`config.mk`:
```
export PLATFORM = sky130hd
export DESIGN_NAME = sswd_supervisor
export DESIGN_NICKNAME = d
export VERILOG_FILES = /design/src/logic/sswd_pkg.sv /design/src/logic/sswd_glitch_filter.sv /design/src/logic/sswd_supervisor.sv
export SDC_FILE = /design/constraint.sdc
export NUM_CORES = 1
export LEC_CHECK = 0
export BUFFER_PORTS_ARGS = -buffer_cell sky130_fd_sc_hd__buf_2
export CAP_MARGIN = 40
export CORE_ASPECT_RATIO = 0.9
export CORE_MARGIN = 3
export CORE_UTILIZATION = 61
export DETAILED_ROUTE_END_ITERATION = 7
export PLACE_DENSITY_LB_ADDON = 0.08
export SLEW_MARGIN = 20
export SYNTH_ARGS = -nofsm -noshare
export SYNTH_HDL_FRONTEND = slang
export SYNTH_HIERARCHICAL = 1
export SYNTH_SLANG_ARGS = --single-unit
```
`constraint.sdc`:
```
create_clock -name i_clk -period 4.8 [get_ports i_clk]
set_clock_uncertainty 0.1 [all_clocks]
set_input_delay 0.72 -clock i_clk [delete_from_list [all_inputs] [get_ports i_clk]]
set_output_delay 0.72 -clock i_clk [all_outputs]
set_load 0.05 [all_outputs]
```
`src/logic/sswd_pkg.sv`:
```
/*
 * Constants and types shared by the supply supervisor and watchdog.
 * Assumes a 100 MHz system clock and an external comparator that
 * supplies the supply-level flags.
 */
// Overview of operation
// - Hold reset one full interval after threshold
// - Hold interval scales 3.125 ms per unit
// - Reset low above 1 V until sequence completes
// - Filtered short glitches leave reset high
// - Unfiltered glitch asserts reset one full interval
// - After glitch interval, release if above threshold
// - Assert reset below threshold minus hysteresis
// - Kick window scales 25 ms per unit
// - Expiry drops alarm until kick or reset
// - Reset forces alarm high, restarts window
// - Every kick restarts the window from zero
// - Reset and alarm outputs kept separate, merging left to board
package sswd_pkg;

    // ----------------------------------------
    // Timing
    // ----------------------------------------
    localparam real CLK_MHZ = 100.0;
    localparam real HOLD_MS_PER_UNIT = 3.125;
    localparam real KICK_MS_PER_UNIT = 25.0;
    localparam real GLITCH_FILTER_US = 120.0;
    localparam int unsigned HOLD_CYC_PER_UNIT = int'(HOLD_MS_PER_UNIT * 1000.0 * CLK_MHZ);
    localparam int unsigned KICK_CYC_PER_UNIT = int'(KICK_MS_PER_UNIT * 1000.0 * CLK_MHZ);
    localparam int unsigned GLITCH_FILTER_CYC = int'(GLITCH_FILTER_US * CLK_MHZ);

    // ----------------------------------------
    // Widths and reset values
    // ----------------------------------------
    localparam int CNT_W = 32;
    localparam int FILT_W = 16;
    localparam int SET_W = 8;
    localparam logic HOLD_N_RST = 1'b0;
    localparam logic ALARM_N_RST = 1'b1;

    // ----------------------------------------
    // Supervisor states
    // ----------------------------------------
    typedef enum logic [3:0] {
        SSWD_OFF = 4'h1,
        SSWD_ARM = 4'h2,
        SSWD_HOLD = 4'h4,
        SSWD_RUN = 4'h8
    } sswd_state_t;

endpackage

```
`src/logic/sswd_glitch_filter.sv`:
```
/*
 * Threshold-sense glitch filter.
 * Assumes the raw low flag is synchronous to i_clk.
 */
`timescale 1ns/100ps
module sswd_glitch_filter
    import sswd_pkg::*;
#(
    parameter logic [FILT_W-1:0] FILTER_CYC = FILT_W'(GLITCH_FILTER_CYC)
) (
    input wire logic i_clk,
    input wire logic i_reset_n,
    input wire logic i_sys_reset,
    input wire logic i_raw_low,
    output logic o_low_confirmed
);

    typedef struct packed {
        logic [FILT_W-1:0] cnt;
        logic low;
    } sswd_filt_t;

    sswd_filt_t s;
    sswd_filt_t next_s;

    // Low must persist FILTER_CYC cycles in a row to count
    always_comb begin
        next_s = s;
        next_s.low = 1'b0;
        if (i_sys_reset || !i_raw_low) begin
            next_s.cnt = '0;
        end else if (s.cnt >= FILTER_CYC - FILT_W'(1)) begin
            next_s.low = 1'b1;
        end else begin
            next_s.cnt = s.cnt + FILT_W'(1);
        end
    end

    always_ff @(posedge i_clk or negedge i_reset_n) begin
        if (!i_reset_n) begin
            s <= '0;
        end else begin
            s <= next_s;
        end
    end

    assign o_low_confirmed = s.low;
endmodule

```
`src/logic/sswd_supervisor.sv`:
```
/*
 * Supply supervisor with watchdog: active-low hold output and alarm.
 * Assumes comparator flags and kick input arrive as plain levels;
 * the kick input may be asynchronous and is synchronised here.
 */
`timescale 1ns/100ps
module sswd_supervisor
    import sswd_pkg::*;
#(
    parameter int unsigned HOLD_CYC_UNIT = HOLD_CYC_PER_UNIT,
    parameter int unsigned KICK_CYC_UNIT = KICK_CYC_PER_UNIT,
    parameter logic [FILT_W-1:0] FILTER_CYC = FILT_W'(GLITCH_FILTER_CYC)
) (
    input wire logic i_clk,
    input wire logic i_reset_n,
    input wire logic i_sys_reset,
    input wire logic i_supply_valid,
    input wire logic i_threshold_sense,
    input wire logic i_below_hysteresis,
    input wire logic [SET_W-1:0] i_hold_timing_setting,
    input wire logic [SET_W-1:0] i_kick_window_setting,
    input wire logic i_kick_input,
    output logic o_supervisor_hold_n,
    output logic o_timeout_alarm_n
);

    // ----------------------------------------
    // State
    // ----------------------------------------
    typedef struct packed {
        sswd_state_t st;
        logic [CNT_W-1:0] hold_cnt;
        logic [CNT_W-1:0] kick_cnt;
        logic kick_meta;
        logic kick_sync;
        logic kick_prev;
        logic hold_n;
        logic alarm_n;
    } sswd_regs_t;

    sswd_regs_t s;
    sswd_regs_t next_s;
    logic low_confirmed;
    logic kick_edge;
    logic [CNT_W-1:0] hold_load;
    logic [CNT_W-1:0] kick_load;

    // ----------------------------------------
    // Interval lengths
    // ----------------------------------------
    // Linear in the setting; zero setting gives an immediate expiry
    assign hold_load = CNT_W'(i_hold_timing_setting) * CNT_W'(HOLD_CYC_UNIT);
    assign kick_load = CNT_W'(i_kick_window_setting) * CNT_W'(KICK_CYC_UNIT);

    // Depth is judged by the hysteresis flag, duration by the filter
    sswd_glitch_filter #(
        .FILTER_CYC(FILTER_CYC)
    ) u_filter (
        .i_clk(i_clk),
        .i_reset_n(i_reset_n),
        .i_sys_reset(i_sys_reset),
        .i_raw_low(i_below_hysteresis),
        .o_low_confirmed(low_confirmed)
    );

    // Second and third stages are compared; first stage feeds nothing else
    assign kick_edge = s.kick_sync ^ s.kick_prev;

    // ----------------------------------------
    // Next state
    // ----------------------------------------
    always_comb begin
        next_s = s;
        next_s.kick_meta = i_kick_input;
        next_s.kick_sync = s.kick_meta;
        next_s.kick_prev = s.kick_sync;

        // Supervisor sequence
        if (i_sys_reset) begin
            next_s.st = SSWD_ARM;
            next_s.hold_cnt = hold_load;
        end else if (!i_supply_valid) begin
            next_s.st = SSWD_OFF;
            next_s.hold_cnt = hold_load;
        end else begin
            case (s.st)
                SSWD_OFF: begin
                    next_s.st = SSWD_ARM;
                end
                SSWD_ARM: begin
                    next_s.hold_cnt = hold_load;
                    if (i_threshold_sense) begin
                        next_s.st = SSWD_HOLD;
                    end
                end
                SSWD_HOLD: begin
                    // Full interval even if the supply dips again
                    if (s.hold_cnt == '0) begin
                        next_s.st = i_threshold_sense ? SSWD_RUN : SSWD_ARM;
                    end else begin
                        next_s.hold_cnt = s.hold_cnt - CNT_W'(1);
                    end
                end
                SSWD_RUN: begin
                    if (low_confirmed) begin
                        next_s.st = SSWD_HOLD;
                        next_s.hold_cnt = hold_load;
                    end
                end
                default: begin
                    next_s.st = SSWD_ARM;
                    next_s.hold_cnt = hold_load;
                end
            endcase
        end
        next_s.hold_n = (next_s.st == SSWD_RUN);

        // Watchdog: only its own inputs and the hold output steer it
        if (!next_s.hold_n) begin
            next_s.alarm_n = 1'b1;
            next_s.kick_cnt = kick_load;
        end else if (kick_edge) begin
            next_s.alarm_n = 1'b1;
            next_s.kick_cnt = kick_load;
        end else if (s.kick_cnt == '0) begin
            next_s.alarm_n = 1'b0;
        end else begin
            next_s.kick_cnt = s.kick_cnt - CNT_W'(1);
        end
    end

    always_ff @(posedge i_clk or negedge i_reset_n) begin
        if (!i_reset_n) begin
            s.st <= SSWD_OFF;
            s.hold_cnt <= '0;
            s.kick_cnt <= '0;
            s.kick_meta <= 1'b0;
            s.kick_sync <= 1'b0;
            s.kick_prev <= 1'b0;
            s.hold_n <= HOLD_N_RST;
            s.alarm_n <= ALARM_N_RST;
        end else begin
            s <= next_s;
        end
    end

    // Either output low means a fault; merging is left to the board
    assign o_supervisor_hold_n = s.hold_n;
    assign o_timeout_alarm_n = s.alarm_n;
endmodule

```
==> Word-level counts from Yosys, hierarchy flattened <==
Cells that the tools add are included.
{ "classes": {"eq_ne": 11, "n_lt_le_gt_ge": 1, "addsub": 3, "multipliers": 2, "muxes": 19, "div_mod_pow": 0, "n_reduce_logical": 5, "bitwise": 1, "shift": 0} }
{ "ops": {"columns": ["op", "count"], "rows": [
  ["32-bit two-way mux", 4],
  ["36-bit two-way mux", 3],
  ["32-bit case mux with 3 select lines", 1],
  ["32-bit zero test", 2],
  ["32-bit by 1-bit subtractor with 32-bit output (second input constant)", 2],
  ["8-bit by 17-bit multiplier with 25-bit output (second input constant)", 2],
  ["16-bit two-way mux", 2],
  ["16-bit by 1-bit adder with 16-bit output (second input constant)", 1],
  ["16-bit by 14-bit >= comparator with 1-bit output (second input constant)", 1],
  ["4-bit two-way mux", 3],
  ["4-bit case mux with 3 select lines", 1],
  ["4-bit == test (second input constant)", 2],
  ["3-bit != test (second input constant)", 2],
  ["1-bit two-way mux", 5],
  ["4-bit by 1-bit == test with 1-bit output (second input constant)", 1],
  ["4-bit by 2-bit == test with 1-bit output (second input constant)", 1],
  ["4-bit by 3-bit == test with 1-bit output (second input constant)", 1],
  ["4-bit by 3-bit != test with 1-bit output (second input constant)", 1],
  ["4-bit != test (second input constant)", 1],
  ["3-bit by 1-bit != test with 1-bit output (second input constant)", 1],
  ["3-bit AND reduction", 1],
  ["2-bit by 1-bit != test with 1-bit output (second input constant)", 1],
  ["1-bit zero test", 1],
  ["1-bit logical OR", 1],
  ["1-bit bitwise XOR", 1]
]} }
{ "totals": {"inputBits": 23, "mem_count": 0, "register_bits": 90, "romBits": 0, "ram_bits": 0, "latchBits": 0} }

==> Longest topological paths before layout <==
{ "depth": {"depth_word": 7, "depth_mapped": 16} }

==> Cells and area by module <==
Netlist, hierarchy kept.
{ "by_module_without_submodules": {"columns": ["mod", "area_per_inst_um2", "n_inst", "cells_each"], "rows": [
  ["sswd_supervisor", 8067.7, 1, 907],
  ["sswd_glitch_filter", 935.9, 1, 95]
]} }

==> Worst setup path after synthesis <==
No wires, ideal clock.
{ "synth_path": {"path_type": "input to register", "start": "input port i_hold_timing_setting[3]", "end": "register, netlist name s[61]", "path_buffers": 0, "setup_ps": 126, "stages": 15, "slack_ps": 172, "required_ps": 4574, "arrival_time_ps": 4402, "cell_sequence": "ha_1 > ha_1 > inv_1 > fa_1 > inv_1 > fa_1 > ha_1 > a21o_1 > o21ai_0 > a21oi_1 > a31o_2 > o41a_1 > a41oi_1 > xnor2_1 > a221o_1"} }
{ "synth_rtl": {"columns": ["item", "line_no", "source"], "rows": [
  ["start: declaration", "sswd_supervisor.sv:20", "input wire logic [SET_W-1:0] i_hold_timing_setting,"]
]} }

==> summary.md <==
| Metric | Value |
|---|---|
| Status | `finished, final reports clean` |
| Layout cells sized above 1 | `0.101` |
| Max Cap Viol | `0` |
| Post-route cell area | `0.00986 sq mm` |
| Metal3 WL | `432 microns` |
| Worst Path Arrival | `4.64 ns` |
| Slew HR | `0.481` |
| Most common cell after layout, fill and taps aside | `ha_1` |
| Starting Density | `0.634` |
| Antenna viol nets, final | `0` |
| Top FF cell, synth | `dfrtp_1` |
| # clock sinks | `90` |
| Slew Limit Fails | `0` |
| Die X | `134 microns` |
| Pwr dens | `377 mW/mm^2` |
| Worst-skew pair later-pin latency | `0.34 ns` |
| Vias per cell | `5.95` |
| Gr ovfl total | `0` |
| Worst Hold Class | `primary input to async pin` |
| FP Rows | `41` |
| Met2 wire length | `9900 microns` |
| Core Region | `0.0142 sq mm` |
| Initial antenna violation count | `0` |
| Flop2flop setup slack | `0.94 ns` |
| Crit end category | `register` |
| 1st-iter DRT viols | `525` |
| Drt first pass iters | `5` |
| DPL Wire Length | `15,300 microns` |
| Most frequent cells in the layout | `ha_1 (142), inv_1 (92), dfrtp_1 (88)` |
| Post-synthesis register bit count | `90` |
| Via count | `7,427` |
| Die area | `0.0163 sq mm` |
| CTS max path bufs | `2` |
| # setup viols final | `0` |
| Nets | `1,255` |
| Worst Reg-to-Reg Cells | `10` |
| Yosys top cell area share | `0.245` |
| Mapped Nets | `1,205` |
| Synthesized area per cell | `8.99 sq um` |
| Syn Inst Count | `1,002` |
| Main area contributors after synthesis | `dfrtp_1 (24%), ha_1 (20%), fa_1 (8.4%)` |
| First-pass GRT wire length | `33,900 microns` |
| Post-CTS setup repair buffer count | `0` |
| GR Util All Layers | `0.255` |
| Unique cell type count in the Yosys netlist | `75` |
| Layout Utilization | `0.694` |
| CTS tree | `done` |
| Clock Pin Slew Worst Setup and Hold Paths | `0.06 ns` |
| Vias in the first global route | `7,326` |
| Yosys warning count | `6` |
| Max Fclk | `222 MHz` |
| Worst Path Required | `4.93 ns` |
| Die Height | `121 microns` |
| Dpl ws | `-0.0773 ns` |
| ANT cells | `0` |
| Setup WS post-layout | `0.286 ns` |
| FF-to-FF Start | `s[37]` |
| H-tree depth | `3` |
| DRC | `0` |
| Synthesized area | `0.00900 sq mm` |
| Crit-path max FO | `3` |
| Area leader, netlist | `dfrtp_1` |
| Largest net degree at the start of global routing | `66` |
| TritonCTS Buffers | `9` |
| IO Pins | `25` |
| Slew @ Worst Pin | `0.778 ns` |
| Tcrit/Tclk final | `0.940` |
| # placed instances | `1,233` |
| Placer Congestion | `0.891` |
| Port Buffers | `24` |
| Area grow syn2layout | `9.55%` |
| Worst R2R End | `s[68]` |
| Routed WL per cell | `15.8 microns` |
| VDD IR-drop max | `0.254 mV` |
| Nature of the critical path startpoint | `primary input` |
| Placed Area | `0.00954 sq mm` |
| Post-synth EDFFs | `0` |
| Hold Violations, Final | `0` |
| Max layer used | `met4` |
| Root buffer cell | `clkbuf_16` |
| Post-Route WL | `19,700 microns` |
| Static Leak | `0.00470 uW` |
| Critical path class | `primary input to register` |
| Hold Buf Count CTS | `0` |
| Seq/Total Area, Yosys | `0.250` |
| Number of gates resized after cts | `0` |
| Async SR Flop Fraction | `1.00` |
| Met1 WL | `8990 microns` |
| RSZ-0062 raised after global routing | `false` |
| Final worst path period need | `4.51 ns` |
| Cell Count, Final, Fillers Out | `1,249` |
## metal layers
layer / vias to the layer above / track usage
met5: - / 0
met1: 3590 / 0.330
li1: 3703 / -
met3: 33 / 0.0381
met4: 0 / 0.0693
met2: 101 / 0.447
## through the flow
step	hold WS, ns	total power [uW]	setup TNS [ns]
detailed placement	0.240	2990	-0.147
finish	0.185	3710	0
CTS	0.253	3730	0
global route	0.200	4030	0
floorplan	0.231	2460	0
global placement	0.233	2940	0
## flip-flops by register name, indices dropped and copies added, names as in the netlist
signal / count
u_filter/s: 16
o_timeout_alarm_n: 1
u_filter/o_low_confirmed: 1
o_supervisor_hold_n: 1
s: 69
next_s: 2
## where the power goes
part,switching (uW),internal [uW],leakage (uW)
clock,285,443,0.000152
sequential,186,947,0.00113
combinational,983,870,0.00342
## Yosys cell counts (9+ instances only)
| library cell | number |
|---|---|
| clkbuf_1 | 16 |
| dfrtp_1 | 88 |
| xnor2_1 | 28 |
| nand2_1 | 45 |
| nor2b_1 | 11 |
| nand3_1 | 15 |
| fa_1 | 38 |
| or4_1 | 15 |
| o31ai_1 | 21 |
| a22oi_1 | 10 |
| ha_1 | 142 |
| nor3_1 | 29 |
| o21ai_0 | 73 |
| nand2b_1 | 16 |
| nor4_1 | 12 |
| a21o_1 | 13 |
| xor2_1 | 32 |
| a31oi_1 | 9 |
| nor2_1 | 84 |
| a21oi_1 | 74 |
| inv_1 | 92 |
| or3_1 | 11 |
## cell families after synthesis
group | count (synthesis) | synth area share
buf+inv | 120 | 0.0557
compound gates | 266 | 0.184
fa+ha+maj | 180 | 0.282
simple gates | 282 | 0.165
flops | 90 | 0.250
xor+xnor | 60 | 0.0584
mux | 4 | 0.00486
## worst max-delay path by stage
stage | endpoint | slack (ns) | startpoint | depth (start not counted)
5_1_grt | s[32] | 0.05 | i_kick_window_setting[6] | 15
3_5_place_dp | s[61] | -0.08 | i_hold_timing_setting[3] | 16
4_1_cts | s[61] | 0.28 | i_hold_timing_setting[3] | 16
2_1_floorplan | s[61] | 0.17 | i_hold_timing_setting[3] | 15
3_3_place_gp | s[61] | 0.02 | i_hold_timing_setting[5] | 16
6_report | s[61] | 0.29 | i_hold_timing_setting[3] | 16
## worst max-delay path, cell delays in order
cell     delay, ns
buf_2         0.11
ha_1          0.32
ha_1          0.29
inv_1         0.05
fa_1          0.53
inv_1         0.05
fa_1          0.47
ha_1          0.33
a21o_1        0.18
o21ai_0       0.21
a21oi_1       0.13
a31o_2        0.23
o41a_1        0.33
a41oi_1       0.26
xnor2_1       0.10
a221o_1       0.34
## final cells by class
cell class              count  area [sq um]
clock inverters             2          35.0
fillers                  1152          4350
inverters                  92           345
flip-flops and latches     90          2250
clock buffers              13           270
repair buffers             67           458
well taps                 193           241
multi-input cells         792          6260
Power figures use the tool's default switching activity.
